`config.mk`:
```
export PLATFORM = sky130hd
export DESIGN_NAME = piolc_top
export DESIGN_NICKNAME = d
export VERILOG_FILES = /design/src/rtl/piolc_top.v
export VERILOG_INCLUDE_DIRS = /design/src /design/src/rtl
export SDC_FILE = /design/constraint.sdc
export NUM_CORES = 1
export LEC_CHECK = 0
export ABC_AREA = 1
export BUFFER_PORTS_ARGS = -buffer_cell sky130_fd_sc_hd__buf_2
export CORE_MARGIN = 2
export CORE_UTILIZATION = 30
export CTS_CLUSTER_SIZE = 10
export DETAILED_ROUTE_END_ITERATION = 10
export HOLD_SLACK_MARGIN = 0.06
export PLACE_DENSITY = 0.5
export SLEW_MARGIN = 20
export SYNTH_ARGS = -nofsm -noshare
export SYNTH_HDL_FRONTEND = slang
export SYNTH_SLANG_ARGS = --single-unit
```
`constraint.sdc`:
```
create_clock -name i_mclk -period 1.92 [get_ports i_mclk]
set_clock_uncertainty 0.2 [all_clocks]
set_input_delay 0.384 -clock i_mclk [delete_from_list [all_inputs] [get_ports i_mclk]]
set_output_delay 0.384 -clock i_mclk [all_outputs]
set_load 0.005 [all_outputs]
```
`src/rtl/piolc_defs.vh`:
```
// register offsets and reset values of the parallel i/o line controller
// Functional notes
// up to 32 lines; line n is bit n of every vector
// pull-up on strobe clears status bit, off strobe sets it; 1 means off
// pull-up strobes act whatever the line ownership or direction
// pull-up status resets to zero, all pull-ups on; o_pullup_en itself resets to 0 and turns on at the first edge after reset
// ownership set strobe gives line to controller, clear strobe to peripheral
// lines without peripheral ignore ownership strobes and always read 1
// ownership reset value is a per-line constant, normally 1
// select-a strobe clears choice bit, select-b sets it; 0 is a, 1 is b
// a/b choice steers only output paths; pin input reaches both peripherals
// peripheral choice resets to zero, peripheral a everywhere
// a/b strobes update the choice whatever the ownership
// software writes a or b select and ownership clear to hand over
// peripheral-owned line takes drive and level from chosen peripheral
// drive on strobe sets, drive off clears; 1 drives under controller ownership
// level set and clear strobes change the output level vector
// drive and level strobes act even while a peripheral owns the line
// direct output write changes only bits enabled in the write mask
// write mask set and clear strobes; mask resets to zero
// register writes work while the input clock is gated off
// pin read, change detection and interrupt work only with clock enabled
// input clock off after reset; software enables it before reading inputs
// single interrupt output goes to a peripheral source 2..31
// pin level vector shows every line; holds last sample with clock off
// glitch filter rejects short pulses, affects only readback and detection
// change sets pending bit, masked onto interrupt; reading pending clears all
// only bits written as 1 change a vector; unimplemented lines ignored; the masked direct level write also clears bits written as 0
`ifndef PIOLC_DEFS_VH
`define PIOLC_DEFS_VH
`define PIOLC_OWN_SET      8'h00
`define PIOLC_OWN_CLR      8'h04
`define PIOLC_OWN_STAT     8'h08
`define PIOLC_DRV_ON       8'h10
`define PIOLC_DRV_OFF      8'h14
`define PIOLC_DRV_STAT     8'h18
`define PIOLC_FLT_ON       8'h20
`define PIOLC_FLT_OFF      8'h24
`define PIOLC_FLT_STAT     8'h28
`define PIOLC_LVL_SET      8'h30
`define PIOLC_LVL_CLR      8'h34
`define PIOLC_LVL_VEC      8'h38
`define PIOLC_PIN_VEC      8'h3c
`define PIOLC_IRQ_ON       8'h40
`define PIOLC_IRQ_OFF      8'h44
`define PIOLC_IRQ_MASK     8'h48
`define PIOLC_PEND_VEC     8'h4c
`define PIOLC_MD_ON        8'h50
`define PIOLC_MD_OFF       8'h54
`define PIOLC_MD_STAT      8'h58
`define PIOLC_PU_OFF       8'h60
`define PIOLC_PU_ON        8'h64
`define PIOLC_PU_STAT      8'h68
`define PIOLC_SEL_A        8'h70
`define PIOLC_SEL_B        8'h74
`define PIOLC_CHOICE       8'h78
`define PIOLC_WM_SET       8'ha0
`define PIOLC_WM_CLR       8'ha4
`define PIOLC_WM_STAT      8'ha8
`define PIOLC_RST_ZERO     32'h0000_0000
`define PIOLC_RST_OWN      32'hffff_ffff
`define PIOLC_RST_PERIPH   32'hffff_ffff
`endif

```
`src/rtl/piolc_top.v`:
```
// parallel i/o line controller with apb register access
//
// Chosen here: the address map and the APB register port.
`timescale 1ns/10ps
`include "piolc_defs.vh"

module piolc_top #(
  parameter [31:0] LINE_MASK   = `PIOLC_RST_OWN,
  parameter [31:0] PERIPH_MASK = `PIOLC_RST_PERIPH,
  parameter [31:0] OWN_RESET   = `PIOLC_RST_OWN
) (
  input  wire        i_mclk,
  input  wire        i_rstn,
  input  wire        i_in_clk_en,
  input  wire        i_psel,
  input  wire        i_penable,
  input  wire        i_pwrite,
  input  wire [7:0]  i_paddr,
  input  wire [31:0] i_pwdata,
  output wire        o_pready,
  output wire        o_pslverr,
  output reg  [31:0] o_prdata,
  input  wire [31:0] i_pin_in,
  output reg  [31:0] o_pin_out,
  output reg  [31:0] o_pin_oe,
  output reg  [31:0] o_pullup_en,
  input  wire [31:0] i_pa_out,
  input  wire [31:0] i_pa_oe,
  input  wire [31:0] i_pb_out,
  input  wire [31:0] i_pb_oe,
  output reg  [31:0] o_periph_in,
  output reg         o_irq
);

  // set wins over clear; only implemented lines move
  // line n is bit n of every vector, LINE_MASK marks the lines built
  function [31:0] setclr;
    input [31:0] cur;
    input [31:0] set;
    input [31:0] clr;
    begin
      setclr = (cur & ~(clr & LINE_MASK)) | (set & LINE_MASK);
    end
  endfunction

  function hit;
    input [7:0] a;
    input [7:0] b;
    begin
      hit = (a == b);
    end
  endfunction

  reg  [31:0] own_q;
  reg  [31:0] own_d;
  reg  [31:0] drv_q;
  reg  [31:0] drv_d;
  reg  [31:0] lvl_q;
  reg  [31:0] lvl_d;
  reg  [31:0] wmask_q;
  reg  [31:0] wmask_d;
  reg  [31:0] pu_off_q;
  reg  [31:0] pu_off_d;
  reg  [31:0] choice_q;
  reg  [31:0] choice_d;
  reg  [31:0] flt_q;
  reg  [31:0] flt_d;
  reg  [31:0] md_q;
  reg  [31:0] md_d;
  reg  [31:0] imask_q;
  reg  [31:0] imask_d;
  reg  [31:0] pend_q;
  reg  [31:0] pend_d;
  reg  [31:0] sync1_q;
  reg  [31:0] sync2_q;
  reg  [31:0] sync3_q;
  reg  [31:0] sync4_q;
  reg  [31:0] pin_q;
  reg  [31:0] pin_d;
  reg  [31:0] rd_d;
  reg         mapped_d;
  reg         err_q;

  wire        setup_rd = i_psel & ~i_penable & ~i_pwrite;
  wire        acc      = i_psel & i_penable;
  wire        wr       = acc & i_pwrite;
  wire [31:0] wd       = i_pwdata;
  wire [31:0] own_eff  = own_q | ~PERIPH_MASK;

  // zero wait states: every access completes in its first access cycle
  assign o_pready  = 1'b1;
  assign o_pslverr = acc & err_q;

  // configuration strobes, all on the free-running bus clock
  always @* begin
    own_d    = own_q;
    drv_d    = drv_q;
    lvl_d    = lvl_q;
    wmask_d  = wmask_q;
    pu_off_d = pu_off_q;
    choice_d = choice_q;
    flt_d    = flt_q;
    md_d     = md_q;
    imask_d  = imask_q;
    if (wr) begin
      // ownership strobes
      if (hit(i_paddr, `PIOLC_OWN_SET)) begin
        own_d = setclr(own_q, wd & PERIPH_MASK, 32'h0000_0000);
      end else if (hit(i_paddr, `PIOLC_OWN_CLR)) begin
        // unmuxed lines stay owned
        own_d = setclr(own_q, 32'h0000_0000, wd & PERIPH_MASK);
      // drive strobes, whatever the ownership
      end else if (hit(i_paddr, `PIOLC_DRV_ON)) begin
        drv_d = setclr(drv_q, wd, 32'h0000_0000);
      end else if (hit(i_paddr, `PIOLC_DRV_OFF)) begin
        drv_d = setclr(drv_q, 32'h0000_0000, wd);
      end else if (hit(i_paddr, `PIOLC_FLT_ON)) begin
        flt_d = setclr(flt_q, wd, 32'h0000_0000);
      end else if (hit(i_paddr, `PIOLC_FLT_OFF)) begin
        flt_d = setclr(flt_q, 32'h0000_0000, wd);
      // level strobes
      end else if (hit(i_paddr, `PIOLC_LVL_SET)) begin
        lvl_d = setclr(lvl_q, wd, 32'h0000_0000);
      end else if (hit(i_paddr, `PIOLC_LVL_CLR)) begin
        lvl_d = setclr(lvl_q, 32'h0000_0000, wd);
      end else if (hit(i_paddr, `PIOLC_LVL_VEC)) begin
        // masked direct write
        lvl_d = setclr(lvl_q, wd & wmask_q, ~wd & wmask_q);
      end else if (hit(i_paddr, `PIOLC_IRQ_ON)) begin
        imask_d = setclr(imask_q, wd, 32'h0000_0000);
      end else if (hit(i_paddr, `PIOLC_IRQ_OFF)) begin
        imask_d = setclr(imask_q, 32'h0000_0000, wd);
      end else if (hit(i_paddr, `PIOLC_MD_ON)) begin
        md_d = setclr(md_q, wd, 32'h0000_0000);
      end else if (hit(i_paddr, `PIOLC_MD_OFF)) begin
        md_d = setclr(md_q, 32'h0000_0000, wd);
      // pull-up strobes, regardless of ownership
      end else if (hit(i_paddr, `PIOLC_PU_OFF)) begin
        pu_off_d = setclr(pu_off_q, wd, 32'h0000_0000);
      end else if (hit(i_paddr, `PIOLC_PU_ON)) begin
        pu_off_d = setclr(pu_off_q, 32'h0000_0000, wd);
      // a/b select, regardless of ownership
      end else if (hit(i_paddr, `PIOLC_SEL_A)) begin
        choice_d = setclr(choice_q, 32'h0000_0000, wd);
      end else if (hit(i_paddr, `PIOLC_SEL_B)) begin
        choice_d = setclr(choice_q, wd, 32'h0000_0000);
      // write mask strobes
      end else if (hit(i_paddr, `PIOLC_WM_SET)) begin
        wmask_d = setclr(wmask_q, wd, 32'h0000_0000);
      end else if (hit(i_paddr, `PIOLC_WM_CLR)) begin
        wmask_d = setclr(wmask_q, 32'h0000_0000, wd);
      end
    end
  end

  // configuration never waits on the input clock enable
  always @(posedge i_mclk or negedge i_rstn) begin
    if (!i_rstn) begin
      // per-line ownership reset
      own_q    <= OWN_RESET | ~PERIPH_MASK;
      drv_q    <= `PIOLC_RST_ZERO;
      lvl_q    <= `PIOLC_RST_ZERO;
      // mask reset
      wmask_q  <= `PIOLC_RST_ZERO;
      // pull-ups on
      pu_off_q <= `PIOLC_RST_ZERO;
      // peripheral a
      choice_q <= `PIOLC_RST_ZERO;
      flt_q    <= `PIOLC_RST_ZERO;
      md_q     <= `PIOLC_RST_ZERO;
      imask_q  <= `PIOLC_RST_ZERO;
    end else begin
      own_q    <= own_d;
      drv_q    <= drv_d;
      lvl_q    <= lvl_d;
      wmask_q  <= wmask_d;
      pu_off_q <= pu_off_d;
      choice_q <= choice_d;
      flt_q    <= flt_d;
      md_q     <= md_d;
      imask_q  <= imask_d;
    end
  end

  // filtered lines need one more agreeing sample
  always @* begin
    pin_d = pin_q;
    if (i_in_clk_en) begin
      pin_d = (((sync2_q ~^ sync3_q) & ~flt_q) |
               ((sync2_q ~^ sync3_q) & (sync3_q ~^ sync4_q) & flt_q)) & LINE_MASK;
      pin_d = (sync3_q & pin_d) | (pin_q & ~pin_d);
    end
  end

  // a change sets pending; a set beats the clear-on-read
  always @* begin
    pend_d = pend_q;
    if (acc & ~i_pwrite & hit(i_paddr, `PIOLC_PEND_VEC)) begin
      pend_d = `PIOLC_RST_ZERO;
    end
    // detection only with the input clock running
    if (i_in_clk_en) begin
      pend_d = pend_d | ((pin_d ^ pin_q) & LINE_MASK);
    end
  end

  // the input side is frozen until software enables its clock
  // pin vector holds its last sample while the clock is off
  always @(posedge i_mclk or negedge i_rstn) begin
    if (!i_rstn) begin
      sync1_q <= `PIOLC_RST_ZERO;
      sync2_q <= `PIOLC_RST_ZERO;
      sync3_q <= `PIOLC_RST_ZERO;
      sync4_q <= `PIOLC_RST_ZERO;
      pin_q   <= `PIOLC_RST_ZERO;
      pend_q  <= `PIOLC_RST_ZERO;
    end else begin
      if (i_in_clk_en) begin
        sync1_q <= i_pin_in;
        sync2_q <= sync1_q;
        sync3_q <= sync2_q;
        sync4_q <= sync3_q;
      end
      pin_q  <= pin_d;
      pend_q <= pend_d;
    end
  end

  // read data is latched in the setup cycle so it comes from flops
  always @* begin
    rd_d     = `PIOLC_RST_ZERO;
    mapped_d = 1'b1;
    if (hit(i_paddr, `PIOLC_OWN_STAT)) begin
      // unmuxed lines read 1
      rd_d = own_eff & LINE_MASK;
    end else if (hit(i_paddr, `PIOLC_DRV_STAT)) begin
      rd_d = drv_q;
    end else if (hit(i_paddr, `PIOLC_FLT_STAT)) begin
      rd_d = flt_q;
    end else if (hit(i_paddr, `PIOLC_LVL_VEC)) begin
      rd_d = lvl_q;
    end else if (hit(i_paddr, `PIOLC_PIN_VEC)) begin
      // sampled level of every line
      rd_d = pin_q;
    end else if (hit(i_paddr, `PIOLC_IRQ_MASK)) begin
      rd_d = imask_q;
    end else if (hit(i_paddr, `PIOLC_PEND_VEC)) begin
      rd_d = pend_q;
    end else if (hit(i_paddr, `PIOLC_MD_STAT)) begin
      rd_d = md_q;
    end else if (hit(i_paddr, `PIOLC_PU_STAT)) begin
      rd_d = pu_off_q;
    end else if (hit(i_paddr, `PIOLC_CHOICE)) begin
      rd_d = choice_q;
    end else if (hit(i_paddr, `PIOLC_WM_STAT)) begin
      rd_d = wmask_q;
    end else if (i_pwrite && (hit(i_paddr, `PIOLC_OWN_SET) || hit(i_paddr, `PIOLC_OWN_CLR) ||
             hit(i_paddr, `PIOLC_DRV_ON) || hit(i_paddr, `PIOLC_DRV_OFF) ||
             hit(i_paddr, `PIOLC_FLT_ON) || hit(i_paddr, `PIOLC_FLT_OFF) ||
             hit(i_paddr, `PIOLC_LVL_SET) || hit(i_paddr, `PIOLC_LVL_CLR) ||
             hit(i_paddr, `PIOLC_IRQ_ON) || hit(i_paddr, `PIOLC_IRQ_OFF) ||
             hit(i_paddr, `PIOLC_MD_ON) || hit(i_paddr, `PIOLC_MD_OFF) ||
             hit(i_paddr, `PIOLC_PU_ON) || hit(i_paddr, `PIOLC_PU_OFF) ||
             hit(i_paddr, `PIOLC_SEL_A) || hit(i_paddr, `PIOLC_SEL_B) ||
             hit(i_paddr, `PIOLC_WM_SET) || hit(i_paddr, `PIOLC_WM_CLR))) begin
      rd_d = `PIOLC_RST_ZERO;
    end else begin
      // write-only strobes read back or unmapped offsets: refused with an error
      mapped_d = 1'b0;
    end
  end

  always @(posedge i_mclk or negedge i_rstn) begin
    if (!i_rstn) begin
      o_prdata <= `PIOLC_RST_ZERO;
      err_q    <= 1'b0;
    end else if (i_psel & ~i_penable) begin
      o_prdata <= setup_rd ? rd_d : `PIOLC_RST_ZERO;
      err_q    <= ~mapped_d;
    end
  end

  // pin drive: registered so pins change one edge after the strobe
  always @(posedge i_mclk or negedge i_rstn) begin
    if (!i_rstn) begin
      o_pin_out   <= `PIOLC_RST_ZERO;
      o_pin_oe    <= `PIOLC_RST_ZERO;
      o_pullup_en <= `PIOLC_RST_ZERO;
      o_periph_in <= `PIOLC_RST_ZERO;
      o_irq       <= 1'b0;
    end else begin
      // peripheral path by choice, controller path by level bits
      o_pin_out <= ((own_eff & lvl_q) |
                    (~own_eff & ((choice_q & i_pb_out) | (~choice_q & i_pa_out)))) & LINE_MASK;
      // open drain lines only drive while the level is low
      o_pin_oe  <= ((own_eff & drv_q) |
                    (~own_eff & ((choice_q & i_pb_oe) | (~choice_q & i_pa_oe)))) &
                   ~(md_q & o_pin_out_next(own_eff, lvl_q, choice_q)) & LINE_MASK;
      o_pullup_en <= ~pu_off_q & LINE_MASK;
      // raw pin input to both peripherals
      o_periph_in <= i_pin_in;
      // single wired-or interrupt, only with input clock
      o_irq <= i_in_clk_en & (|(pend_q & imask_q));
    end
  end

  function [31:0] o_pin_out_next;
    input [31:0] own;
    input [31:0] lvl;
    input [31:0] ch;
    begin
      o_pin_out_next = (own & lvl) | (~own & ((ch & i_pb_out) | (~ch & i_pa_out)));
    end
  endfunction

endmodule // piolc_top

```
==> flow_metrics.env <==
export IMPL_outcome="finished clean"
export IMPL_yosys_mux_area_fraction_pct=1.193
export IMPL_gp_congestion=0.8563
export IMPL_dieHeight_um=321.3
export IMPL_seq_area_um2=16130
export IMPL_worstReg2RegEnd="o_pin_oe[18]"
export IMPL_initial_utilization_pct=30.21
export IMPL_placed_area_um2=35570
export IMPL_finalPower_mw=32.72
export IMPL_switching_share_pct=26.39
export IMPL_gr_total_overflow=0
export IMPL_pin_count=369
export IMPL_yosys_warnings=0
export IMPL_synth_flop_cell="dfrtp_1"
export IMPL_synth_xor_area_share_pct=0
export IMPL_utilization_pct=40.25
export IMPL_wl_um=117600
export IMPL_p_leak_nw=19.40
export IMPL_grt_max_degree=64
export IMPL_synth_top_area_share_pct=50.52
export IMPL_synth_edff_count=0
export IMPL_die_area_um2=103300
export IMPL_clkSlewWorstSetupHoldPaths_ns=0.06
export IMPL_seq_power_share_pct=45.1
export IMPL_ys_seq_elements=642
export IMPL_setup_ws_ns=0.01829
export IMPL_r2r_slack_ns=0.06
export IMPL_power_density_nw_per_um2=813.1
export IMPL_antenna_found_initial=5
export IMPL_crit_fanout=2
export IMPL_synth_seq_area_share_pct=53.31
export IMPL_synthCells=3758
export IMPL_core_area_um2=100000
export IMPL_ctsHtreeMaxLevel=3
export IMPL_worst_slew_pin_slew_ns=0.9267
export IMPL_clock_sinks=642
export IMPL_use_met3_pct=3.545
export IMPL_drive_above_1_share_pct=18.82
export IMPL_die_x_um=321.3
export IMPL_synth_area_leader_cell="dfrtp_1"
export IMPL_synth_area_per_cell_um2=8.040
export IMPL_synthArstFlopShare_pct=100.0
export IMPL_rsz0062_at_grt="yes"
export IMPL_start_kind="register"
export IMPL_vdd_drop_max_mv=0.6126
export IMPL_arrival_ns=1.32
export IMPL_required_ns=1.34
export IMPL_yosys_area_share_simple_pct=21.64
export IMPL_synth_most_common_cell="nand2_1"
export IMPL_dp_slack_ns=-0.6231
export IMPL_dr_total_vias=27950
export IMPL_fill_cells=10130
export IMPL_multi_input_area_um2=11720
export IMPL_yosysUniqueCellTypes=41
export IMPL_post_route_drc_count=0
export IMPL_cts_max_path_buffers=3
export IMPL_period_minus_slack_ns=1.902
export IMPL_grt_pass1_wl_um=176100
export IMPL_gr_max_usage_layer="met2"
export IMPL_pwr_share_clk_pct=45.5
export IMPL_synth_fp_nets=3964
export IMPL_port_buffers=367
export IMPL_min_path_cells=5
export IMPL_net_switching_power_mw=8.636
export IMPL_area_delta_synth_final_pct=33.21
export IMPL_grt_pass1_vias=27120
export IMPL_nNetsFinal=4654
export IMPL_grt_use_met1_pct=32.38
export IMPL_synth_area_leaders="dfrtp_1, nand2_1, inv_1"
export IMPL_reg2reg_depth=6
export IMPL_ys_top_cells_by_count="nand2_1, dfrtp_1, inv_1"
export IMPL_worstHoldPathType="in -> reg"
export IMPL_insertion_delay_ns=0.66
export IMPL_dr_pass1_iters=5
export IMPL_final_area_um2=40250
export IMPL_std_cell_rows=116
export IMPL_hpwl_um=84150
export IMPL_cts_root_buf="clkbuf_16"
export IMPL_period_share_pct=99.05
export IMPL_fmax_ghz=0.5258
export IMPL_initialDrtViolationCount=2342
export IMPL_slew_violations=0
export IMPL_synth_compound_area_share_pct=15.37
export IMPL_syn_area_um2=30210
export IMPL_numCtsBuffers=81
export IMPL_cts_tree="built"
export IMPL_hold_violations=0
export IMPL_comb_power_share_pct=9.4
export IMPL_routedWlPerCell_um=20.23
export IMPL_min_from="i_paddr[2]"
export IMPL_synth_top_family_by_area="simple AND/OR/NAND/NOR gates"
export IMPL_synth_fa_ha_area_share_pct=0
export IMPL_grt_use_total_pct=22.63
export IMPL_hold_worst_slack_ns=0.1303
export IMPL_internal_power_mw=24.09
export IMPL_via_per_inst=4.807
export IMPL_critPathKind="reg -> out"
export IMPL_endpoint_kind="output port"
export IMPL_relSlewSlack_pct=38.22
export IMPL_max_cap_viol_count=0
export IMPL_ant_nets=0
export IMPL_globalRouteMet2Util_pct=35.30
export IMPL_antenna_cells=0
export IMPL_setup_viol=0
-- critical path, stage by stage, from the launching register on --
cell	delay, ns
dfrtp_1	0.33
inv_2	0.05
nor2_4	0.15
buf_2	0.14
-- logic make-up (layout without fill, tap and decap cells) --
group                  Yosys count  count (layout)
buffers and inverters          648            1406
AND/OR/NAND/NOR               1640            1640
other                            1               1
flip-flops                     642             642
multiplexers                    32              32
AO/OA/AOI/OAI                  795             795
-- metal layers --
| layer | vias to the layer above | routed length (um) |
|---|---|---|
| li1 | 13530 | - |
| met5 | - | 10 |
| met4 | 2 | 3098 |
| met1 | 13400 | 55370 |
| met3 | 161 | 6882 |
| met2 | 861 | 52280 |
-- how the worst max path moves through the flow --
stage / start / to
after floorplan: i_paddr[1] / register
after global placement: i_paddr[1] / register
after detailed placement: i_paddr[1] / register
after CTS: o_pullup_en[20] / o_pullup_en[20]
after global routing: err_q / o_pslverr
final: err_q / o_pslverr
-- power groups by stage --
stage	Combinational [mW]	Clock [mW]	Sequential (mW)
after detailed placement	2.79	0	15.0
after global placement	2.76	0	15.0
final	3.09	14.9	14.8
after CTS	3.10	15.3	14.7
after global routing	3.48	15.8	14.8
after floorplan	1.32	0	14.8
-- what timing repair did --
action / CTS / global route
pin swaps: 1 / 3
endpoints found under the setup margin: 5 / 36
resized for setup: 9 / 30
endpoints found under the hold margin: 1045 / 13
buffers inserted: 0 / 4
hold buffers: 198 / 13
-- layout make-up --
type,instances,area share [%]
sequential,642,40.08
multi-input combinational,2468,29.11
clock buffer,132,5.835
timing repair buffer,798,16.13
inverter,457,4.281
clock inverter,19,0.5347
tap,1298,4.035
-- per-stage QoR --
stage                     setup TNS (ns)  cells
final                                  0   5814
after global routing            -0.01334   5814
after CTS                              0   5810
after detailed placement         -152.45   5461
after global placement           -145.25   5461
after floorplan                  -0.7396   3758
-- cells in the final DEF (no fill, tap or decap), types with 20 or more instances in the layout --
cell / count
dfstp_2: 32
inv_1: 432
dlygate4sd3_1: 198
clkbuf_1: 38
nand3_1: 208
dfrtp_1: 590
clkbuf_16: 81
buf_12: 72
o21ai_1: 66
a21oi_1: 306
nand2_1: 1094
inv_2: 22
nor2_1: 292
mux2_1: 30
buf_2: 364
dfrtp_2: 20
o21ai_0: 238
a32o_1: 32
buf_4: 162
a2bb2oi_1: 28
o211ai_1: 64
Note: power is estimated with default switching activity, not from simulation.
